`src/shared/rbsp_pkg.sv`:
```
/*
  Constants for the reset, boot and speaker protection supervisor.
  Assumes a 16-bit address / 16-bit data control register port.
*/
package rbsp_pkg;

  // ----------------------------------------------------------------
  // Register map
  // ----------------------------------------------------------------
  localparam logic [15:0] SWRESET_ADDR   = 16'h0000;
  localparam logic [15:0] STATUS5_ADDR   = 16'h0D23;
  localparam logic [15:0] SPK_CTRL_ADDR  = 16'h0040;
  localparam logic [15:0] SPK_STAT_ADDR  = 16'h0041;
  localparam logic [15:0] PIN_SEL_ADDR   = 16'h0042;
  localparam int          BOOT_FLAG_BIT  = 8;
  localparam int          STAT_ON_LSB    = 8;

  // ----------------------------------------------------------------
  // Reset values and timing counts
  // ----------------------------------------------------------------
  localparam logic [2:0]  PIN_SEL_RESET  = 3'h0;
  localparam int          BOOT_CYCLES    = 64;
  localparam int          SHUTDOWN_CYCLES = 16;

  // ----------------------------------------------------------------
  // Functions selectable on the fifth general pin
  // ----------------------------------------------------------------
  localparam logic [2:0]  PIN_OFF        = 3'h0;
  localparam logic [2:0]  PIN_WARN       = 3'h1;
  localparam logic [2:0]  PIN_THRESH     = 3'h2;
  localparam logic [2:0]  PIN_SHORT      = 3'h3;
  localparam logic [2:0]  PIN_BOOT       = 3'h4;

  // Supervisor states
  typedef enum logic [1:0] {
    ST_OFF   = 2'b00,
    ST_SLEEP = 2'b01,
    ST_BOOT  = 2'b10,
    ST_READY = 2'b11
  } rbsp_state_t;

endpackage
```
`src/rtl/rbsp_supervisor.sv`:
```
/*
  Reset, boot and class-D speaker protection supervisor.
  Assumes supply monitor levels, the reset pin and protection detector
  levels all arrive synchronous to clk.
*/
`timescale 1ns/1ps
module rbsp_supervisor #(
  parameter int NUM_SPK         = 2,
  parameter int BOOT_CYCLES     = rbsp_pkg::BOOT_CYCLES,
  parameter int SHUTDOWN_CYCLES = rbsp_pkg::SHUTDOWN_CYCLES
) (
  // Clock and reset
  input  wire logic               clk,
  input  wire logic               reset,
  // Supply monitors and reset pin
  input  wire logic               analogSupplyOk,
  input  wire logic               firstIoSupplyOk,
  input  wire logic               coreSupplyOk,
  input  wire logic               hwResetN,
  // Control register port
  input  wire logic               regWrite,
  input  wire logic               regRead,
  input  wire logic [15:0]        regAddr,
  input  wire logic [15:0]        regWdata,
  output logic      [15:0]        regRdata,
  // Protection detectors
  input  wire logic               overtempWarnIn,
  input  wire logic               overtempThreshIn,
  input  wire logic [NUM_SPK-1:0] shortDetect,
  // Speaker drivers and events
  output logic      [NUM_SPK-1:0] spkDriverOn,
  output logic                    speakerOvertempWarnEvent,
  output logic                    speaker_overtemp_event,
  output logic                    speakerShortEvent,
  output logic                    speaker_shutdown_event,
  // Supervisor status
  output logic                    coreResetActive,
  output logic                    sleepActive,
  output logic                    boot_complete_flag,
  output logic                    irqN,
  output logic                    fifthGeneralPinOut
);

  localparam int SD_WAIT_MAX = SHUTDOWN_CYCLES + 2;

  rbsp_pkg::rbsp_state_t stateReg;
  rbsp_pkg::rbsp_state_t stateNext;
  logic [15:0]        bootCntReg;
  logic [15:0]        sdCntReg;
  logic               sdBusyReg;
  logic [NUM_SPK-1:0] spkCtrlReg;
  logic [NUM_SPK-1:0] enPrevReg;
  logic [NUM_SPK-1:0] shortFlagReg;
  logic [NUM_SPK-1:0] newShort;
  logic [NUM_SPK-1:0] threshTrip;
  logic [2:0]         pinSelReg;
  logic               warnPrevReg;
  logic               threshPrevReg;
  logic               supplyLost;
  logic               swReset;
  logic               restart;
  logic               coreRst;
  logic               anyTrip;

  // ----------------------------------------------------------------
  // Power and boot sequencing
  // ----------------------------------------------------------------

  // Reset sources
  assign supplyLost = !analogSupplyOk || !firstIoSupplyOk;
  assign swReset    = regWrite && (regAddr == rbsp_pkg::SWRESET_ADDR);
  assign restart    = !hwResetN || swReset;

  // Next supervisor state
  always_comb begin
    stateNext = stateReg;
    unique case (stateReg)
      rbsp_pkg::ST_OFF: begin
        if (!supplyLost && coreSupplyOk) stateNext = rbsp_pkg::ST_BOOT;
      end
      rbsp_pkg::ST_SLEEP: begin
        if (supplyLost) stateNext = rbsp_pkg::ST_OFF;
        else if (coreSupplyOk) stateNext = rbsp_pkg::ST_BOOT;
      end
      rbsp_pkg::ST_BOOT, rbsp_pkg::ST_READY: begin
        if (supplyLost) stateNext = rbsp_pkg::ST_OFF;
        else if (!coreSupplyOk) stateNext = rbsp_pkg::ST_SLEEP;
        else if (restart) stateNext = rbsp_pkg::ST_BOOT;
        else if (stateReg == rbsp_pkg::ST_BOOT && bootCntReg == 16'(BOOT_CYCLES - 1))
          stateNext = rbsp_pkg::ST_READY;
      end
    endcase
  end

  // State and boot counter
  always_ff @(posedge clk) begin
    if (reset) begin
      stateReg   <= rbsp_pkg::ST_OFF;
      bootCntReg <= 16'h0000;
    end else begin
      stateReg <= stateNext;
      if (stateReg == rbsp_pkg::ST_BOOT && stateNext == rbsp_pkg::ST_BOOT && !restart)
        bootCntReg <= bootCntReg + 16'h0001;
      else
        bootCntReg <= 16'h0000;
    end
  end

  // Boot flag and interrupt line, both follow entry to ready
  always_ff @(posedge clk) begin
    if (reset) begin
      boot_complete_flag <= 1'b0;
      irqN               <= 1'b1;
      coreResetActive    <= 1'b1;
      sleepActive        <= 1'b0;
    end else begin
      boot_complete_flag <= (stateNext == rbsp_pkg::ST_READY);
      irqN               <= (stateNext != rbsp_pkg::ST_READY);
      coreResetActive    <= (stateNext == rbsp_pkg::ST_OFF) || (stateNext == rbsp_pkg::ST_SLEEP);
      sleepActive        <= (stateNext == rbsp_pkg::ST_SLEEP);
    end
  end

  // Core logic reset: power loss, sleep, hardware or software reset
  assign coreRst = reset || stateReg == rbsp_pkg::ST_OFF || stateReg == rbsp_pkg::ST_SLEEP
                   || restart;

  // ----------------------------------------------------------------
  // Control registers
  // ----------------------------------------------------------------

  // Speaker enables, cleared by every core reset
  always_ff @(posedge clk) begin
    if (coreRst) begin
      spkCtrlReg <= '0;
    end else if (regWrite && regAddr == rbsp_pkg::SPK_CTRL_ADDR) begin
      spkCtrlReg <= regWdata[NUM_SPK-1:0];
    end
  end

  // Always-on pin function, kept through sleep and wake
  always_ff @(posedge clk) begin
    if (reset || stateReg == rbsp_pkg::ST_OFF || restart) begin
      pinSelReg <= rbsp_pkg::PIN_SEL_RESET;
    end else if (regWrite && regAddr == rbsp_pkg::PIN_SEL_ADDR) begin
      pinSelReg <= regWdata[2:0];
    end
  end

  // Read data, unmapped addresses read zero
  always_ff @(posedge clk) begin
    if (reset) begin
      regRdata <= 16'h0000;
    end else if (regRead) begin
      regRdata <= 16'h0000;
      unique case (regAddr)
        rbsp_pkg::STATUS5_ADDR:  regRdata[rbsp_pkg::BOOT_FLAG_BIT] <= boot_complete_flag;
        rbsp_pkg::SPK_CTRL_ADDR: regRdata[NUM_SPK-1:0] <= spkCtrlReg;
        rbsp_pkg::SPK_STAT_ADDR: begin
          regRdata[NUM_SPK-1:0] <= shortFlagReg;
          regRdata[rbsp_pkg::STAT_ON_LSB +: NUM_SPK] <= spkDriverOn;
        end
        rbsp_pkg::PIN_SEL_ADDR:  regRdata[2:0] <= pinSelReg;
        default:                 regRdata <= 16'h0000;
      endcase
    end
  end

  // ----------------------------------------------------------------
  // Speaker protection
  // ----------------------------------------------------------------

  genvar gi;
  generate
    for (gi = 0; gi < NUM_SPK; gi++) begin : gSpk
      logic enRise;
      assign enRise        = spkCtrlReg[gi] && !enPrevReg[gi];
      assign newShort[gi]  = spkCtrlReg[gi] && shortDetect[gi] && !shortFlagReg[gi]
                             && (enRise || spkDriverOn[gi]);
      assign threshTrip[gi] = spkDriverOn[gi] && spkCtrlReg[gi] && overtempThreshIn;

      // Driver state: on only from a clean enable edge
      always_ff @(posedge clk) begin
        if (coreRst || !spkCtrlReg[gi]) begin
          spkDriverOn[gi]  <= 1'b0;
          shortFlagReg[gi] <= 1'b0;
          enPrevReg[gi]    <= 1'b0;
        end else begin
          enPrevReg[gi] <= 1'b1;
          if (newShort[gi]) shortFlagReg[gi] <= 1'b1;
          if (enRise)
            spkDriverOn[gi] <= !shortDetect[gi] && !overtempThreshIn;
          else if (shortDetect[gi] || overtempThreshIn)
            spkDriverOn[gi] <= 1'b0;
        end
      end

    end
  endgenerate

  assign anyTrip = (|newShort) || (|threshTrip);

  // Temperature edges and short event pulses
  always_ff @(posedge clk) begin
    if (reset) begin
      warnPrevReg              <= 1'b0;
      threshPrevReg            <= 1'b0;
      speakerOvertempWarnEvent <= 1'b0;
      speaker_overtemp_event   <= 1'b0;
      speakerShortEvent        <= 1'b0;
    end else begin
      warnPrevReg              <= overtempWarnIn;
      threshPrevReg            <= overtempThreshIn;
      speakerOvertempWarnEvent <= overtempWarnIn && !warnPrevReg;
      speaker_overtemp_event   <= overtempThreshIn && !threshPrevReg;
      speakerShortEvent        <= |newShort;
    end
  end

  // Shutdown completion timer, a new trip restarts it
  always_ff @(posedge clk) begin
    if (coreRst) begin
      sdBusyReg              <= 1'b0;
      sdCntReg               <= 16'h0000;
      speaker_shutdown_event <= 1'b0;
    end else begin
      speaker_shutdown_event <= 1'b0;
      if (anyTrip) begin
        sdBusyReg <= 1'b1;
        sdCntReg  <= 16'h0000;
      end else if (sdBusyReg && sdCntReg == 16'(SHUTDOWN_CYCLES - 1)) begin
        sdBusyReg              <= 1'b0;
        speaker_shutdown_event <= 1'b1;
      end else if (sdBusyReg) begin
        sdCntReg <= sdCntReg + 16'h0001;
      end
    end
  end

  // Protection or boot flag on the fifth general pin
  always_ff @(posedge clk) begin
    if (reset) begin
      fifthGeneralPinOut <= 1'b0;
    end else begin
      unique case (pinSelReg)
        rbsp_pkg::PIN_WARN:   fifthGeneralPinOut <= overtempWarnIn;
        rbsp_pkg::PIN_THRESH: fifthGeneralPinOut <= overtempThreshIn;
        rbsp_pkg::PIN_SHORT:  fifthGeneralPinOut <= |shortFlagReg;
        rbsp_pkg::PIN_BOOT:   fifthGeneralPinOut <= boot_complete_flag;
        default:              fifthGeneralPinOut <= 1'b0;
      endcase
    end
  end
endmodule

```
`config.mk`:
```
export PLATFORM = sky130hd
export DESIGN_NAME = rbsp_supervisor
export DESIGN_NICKNAME = d
export VERILOG_FILES = /design/src/shared/rbsp_pkg.sv /design/src/rtl/rbsp_supervisor.sv
export SDC_FILE = /design/constraint.sdc
export NUM_CORES = 1
export LEC_CHECK = 0
export ABC_AREA = 1
export BUFFER_PORTS_ARGS = -buffer_cell sky130_fd_sc_hd__buf_4
export CORE_MARGIN = 2
export CORE_UTILIZATION = 51
export CTS_BUF_LIST = sky130_fd_sc_hd__clkbuf_8
export DETAILED_ROUTE_END_ITERATION = 12
export PLACE_DENSITY = 0.9
export SLEW_MARGIN = 40
export SYNTH_ARGS = -nofsm -noshare
export SYNTH_HDL_FRONTEND = slang
export SYNTH_SLANG_ARGS = --single-unit
```
`constraint.sdc`:
```
create_clock -name clk -period 1.4 [get_ports clk]
set_input_delay 0 -clock clk [delete_from_list [all_inputs] [get_ports clk]]
set_output_delay 0 -clock clk [all_outputs]
set_load 0.03 [all_outputs]
```
### Yosys cells after proc, flatten, opt, wreduce, memory -nomap -nowiden

Cells that the tools add are included.

| word-level totals | value |
|---|---|
| input port bits | 44 |
| word-level logic and storage cells | 134 |
| bits in registers | 62 |

| operators by class | value |
|---|---|
| add/sub/neg operators | 2 |
| multiplexer cells | 22 |
| equality and inequality tests | 17 |
| bitwise gates (word level) | 2 |
| reduce and logical (&&, ||, !) cells | 67 |

Operators by type and width:

| operator | number |
|---|---|
| $eq 16x7->1 const B | 3 |
| $add 16x1->16 const B | 2 |
| $logic_and 1x1->1 | 24 |
| $eq 16x12->1 const B | 1 |
| $eq 16x4->1 const B | 1 |
| $eq 16x6->1 const B | 1 |
| $logic_not 1->1 | 16 |
| $logic_not 16->1 | 1 |
| $logic_or 1x1->1 | 14 |
| $mux 2 | 7 |
| $pmux 2 s3 | 2 |
| $reduce_or 2->1 | 6 |
| $mux 1 | 11 |
| $eq 2x2->1 const B | 4 |
| $eq 3x2->1 const B | 2 |
| $reduce_bool 2->1 | 3 |
| $eq 2x1->1 const B | 2 |
| $logic_not 2->1 | 2 |
| $pmux 1 s4 | 1 |
| $eq 3x1->1 const B | 1 |
| $eq 3x3->1 const B | 1 |
| $ne 2x2->1 const B | 1 |
| $not 1->1 | 2 |
| $pmux 1 s2 | 1 |
| $reduce_and 2->1 | 1 |

### Depth between registers and ports, before layout

| depth | value |
|---|---|
| word-level depth | 12 |
| mapped depth | 12 |
| gate-level depth less buffers | 12 |

### Worst setup path after synthesis

No wires, ideal clock.

| timing | value |
|---|---|
| path kind | register to register |
| from | register sdCntReg[0] |
| to | register sdCntReg[14] |
| setup time | 0.109 ns |
| required time | 1.291 ns |
| period minus slack after synthesis | 1.513 ns |
| stages on the path, launching flop included | 10 |
| path slack | -0.113 ns |
| data arrival time | 1.404 ns |
| path through | dfxtp_1 ha_1 nand2_2 nor3_1 nand3_1 xor2_1 nand2_1 nand2_1 nand2_1 inv_1 |

| between the ends | value |
|---|---|
| word-level cells in the longest chain between the ends | 4 |
| elaborated cells on any way between the ends | 5 |

RTL lines:

| element | line | RTL |
|---|---|---|
| start, declared | rbsp_supervisor.sv:49 | `logic [15:0] sdCntReg;` |
| start signal, assigned | rbsp_supervisor.sv:235 | `sdCntReg <= sdCntReg + 16'h0001;` |
| branches (longest 4 deep; another with $add 16x1->16) | n/a |  |

Several ways; the timed one is not identified.
A chain may end at the register's enable or synchronous reset.

### Final worst setup path

| timing | value |
|---|---|
| from | register sdCntReg[5] |
| to | register sdCntReg[11] |

Same word-level chain as after synthesis.

==> summary.md <==
| Metric | Value |
|---|---|
| Status | `finished with violations` |
| Failing checks | `setup timing` |
| DP Area | `0.00389 mm2` |
| Drt total wl | `12.9 mm` |
| Row cnt | `28` |
| Wire per inst | `19.2 um` |
| Die area | `0.00685 mm2` |
| Crit path max fanout | `5` |
| Fin. max-slew vios | `0` |
| Final antenna-violating net count | `0` |
| Max clock buf depth | `2` |
| Critical path class | `flop to flop` |
| Synth warn | `0` |
| CP required | `1.71 ns` |
| Largest net degree at the start of global routing | `20` |
| Peak VDD IR | `1460 uV` |
| Final Hold Vio Count | `0` |
| Post-Synthesis Cell Area | `0.00316 mm2` |
| Area grow syn2layout | `56.7%` |
| Clock Pin Slew Worst Setup and Hold Paths | `0.08 ns` |
| Syn Inst Count | `461` |
| Highest clock rate | `0.617 GHz` |
| WP buf/inv | `1` |
| Crit share post-route | `1.16` |
| RSZ-0062 raised after global routing | `true` |
| PD cells | `788 mW/mm2` |
| GRT Util Overall | `0.344` |
| CP startpoint kind | `flop` |
| Fin worst setup slack | `-0.220 ns` |
| Sequential cell area fraction in the yosys report | `0.392` |
| Slowest CP cell | `dfxtp_1` |
| Final Cell Area | `0.00496 mm2` |
| First-pass GRT wire length | `17.4 mm` |
| Final setup TNS | `-5.82 ns` |
| HP Class | `primary input to flop` |
| Initial antenna violation count | `0` |
| Synth area leaders | `dfxtp_1 39%, nand2_1 12%, nor2_1 8.9%` |
| TritonCTS clock tree | `done` |
| Final Skew | `0.0151 ns` |
| Post-DP HPWL | `6.01 mm` |
| Final net count | `638` |
| DR pass1 iterations | `6` |
| Crit-path max cell delay | `0.46 ns` |
| Share of cells above drive strength 1 | `0.419` |
| TritonCTS Sinks | `62` |
| Most used cell, CP | `nand2_1` |
| Inst Count DP | `617` |
| Starting Density | `0.531` |
| Hold_ws | `0.0793 ns` |
| Crit path DAT | `1.93 ns` |
| Top cell type by total area after synthesis | `dfxtp_1` |
| Family with the most delay on the worst path | `simple AND/OR/NAND/NOR gates` |
| Most common cell after layout, fill and taps aside | `buf_4` |
| IO Pins | `71` |
| Commonest non-fill, non-tap cells in the layout | `99 x buf_4, 86 x nand2_1, 53 x inv_1` |
| Grt ovf | `0` |
| Initial DRC count | `403` |
| # DRC | `0` |
| Via/cell ratio | `5.73` |
| Post-synth top area share | `0.392` |
| Final Setup Violations | `37` |
| Netlist cell types | `32` |
| Max H-tree Level | `3` |
| Pleak | `0.00200 uW` |
| Minimum clock period | `1.62 ns` |
| Max-Cap Viols | `0` |
| Setup crit end kind | `flop` |
| Via count | `3,848` |
| Routability Congestion | `0.940` |
| Clk_lat worst skew | `0.36 ns` |
| Vias in the first global route | `3,779` |
| Die width | `82.8 um` |
| Chip Height | `82.8 um` |
| Total power | `3910 uW` |
| Core footprint | `0.00596 mm2` |
| Crit path cell chain | `nand2_1 -> nor2_1 -> nand3b_1 -> xor2_1 -> nand2_1 -> nand2_2 -> nand2_1 -> inv_1` |
| # port buffers | `46` |
| Ant. Diodes | `0` |
| Cts bufs inserted | `9` |
| Layout Cells excl Fill | `672` |
| Root Buffer | `clkbuf_8` |
| #FFs+latches synth | `62` |
| Mapped Avg Cell Area | `6.86 um2` |
==> final cells by class <==
cell class | instances | area, um2
Sequential cell | 62 | 1260
Multi-Input combinational cell | 329 | 2020
Clock inverter | 6 | 93.8
Inverter | 62 | 240
Fill cell | 285 | 998
Timing Repair Buffer | 128 | 1110
Clock buffer | 10 | 138
Tap cell | 75 | 93.8
==> power breakdown <==
part | internal [uW] | switching [uW] | leakage (uW)
sequential | 1770 | 6.07 | 0.000509
combinational | 114 | 150 | 0.00138
clock | 1060 | 808 | 0.000113
total | 2940 | 964 | 0.00200
==> metal layers <==
layer,vias to the layer above,global-route usage,part of all wire
met5,-,0,0
li1,1689,-,-
met4,0,0.251,0.083
met1,1782,0.323,0.34
met3,108,0.103,0.079
met2,269,0.628,0.50
==> cells in the mapped netlist <==
cell type / n
inv_2: 2
o21ai_0: 10
o21bai_1: 1
nand3_2: 5
clkbuf_2: 1
buf_4: 13
dfxtp_1: 62
nor2_4: 1
nor3_1: 10
o211ai_1: 1
ha_1: 2
xnor2_1: 3
xor2_1: 20
a31oi_1: 1
nand2_2: 2
a21oi_1: 23
nand2_4: 1
nor3_2: 1
clkbuf_1: 1
nand3_1: 33
nor2_1: 75
nand3b_1: 1
nand2_1: 105
buf_6: 2
nor2_2: 10
or2_2: 1
nand4_1: 11
inv_4: 1
nor4_1: 1
inv_1: 59
conb_1: 1
buf_2: 1
==> through the flow <==
step	utilization	worst slack, ns
after floorplan	-	-0.0148
after global placement	0.653	-0.0303
after detailed placement	0.653	-0.105
after CTS	0.772	-0.0783
after global routing	0.832	-0.336
final	0.832	-0.220
==> path summary, 6_finish.rpt <==
kind / start / endpoint / slack (ns) / depth (start not counted)
max reg2reg: sdCntReg[5] / sdCntReg[11] / -0.22 / 8
max: sdCntReg[5] / sdCntReg[11] / -0.22 / 8
min reg2reg: warnPrevReg / speakerOvertempWarnEvent / 0.40 / 1
min: firstIoSupplyOk / boot_complete_flag / 0.08 / 5
==> worst min-delay path: stages <==
cell and delay (ns):
buf_4 0.11, nand2_1 0.08, nor2_1 0.09, nand3_2 0.08
nor2_2 0.04
==> logic make-up after synthesis <==
group                    after synthesis  synth area share
AO/OA/AOI/OAI                         36            0.0589
XOR/XNOR                              23            0.0637
adder cells (fa/ha/maj)                2           0.00791
buffers and inverters                 80             0.117
flip-flops                            62             0.392
other                                  1           0.00119
AND/OR/NAND/NOR                      257             0.359
==> sequential cells by signal, summed over array words and instances (netlist names), 2 cells and up <==
| signal | cells |
|---|---|
| shortFlagReg | 2 |
| regRdata | 5 |
| stateReg | 2 |
| spkCtrlReg | 2 |
| pinSelReg | 3 |
| enPrevReg | 2 |
| sdCntReg | 16 |
| spkDriverOn | 2 |
| bootCntReg | 16 |
==> timing repair <==
item	CTS	global route
endpoints found under the hold margin	25	1
setup buffers	19	9
endpoints found under the setup margin	34	39
pin swaps	21	39
gates resized for setup	38	103
hold buffers	14	1
gates cloned	2	0
Note: power is estimated with default switching activity, not from simulation.
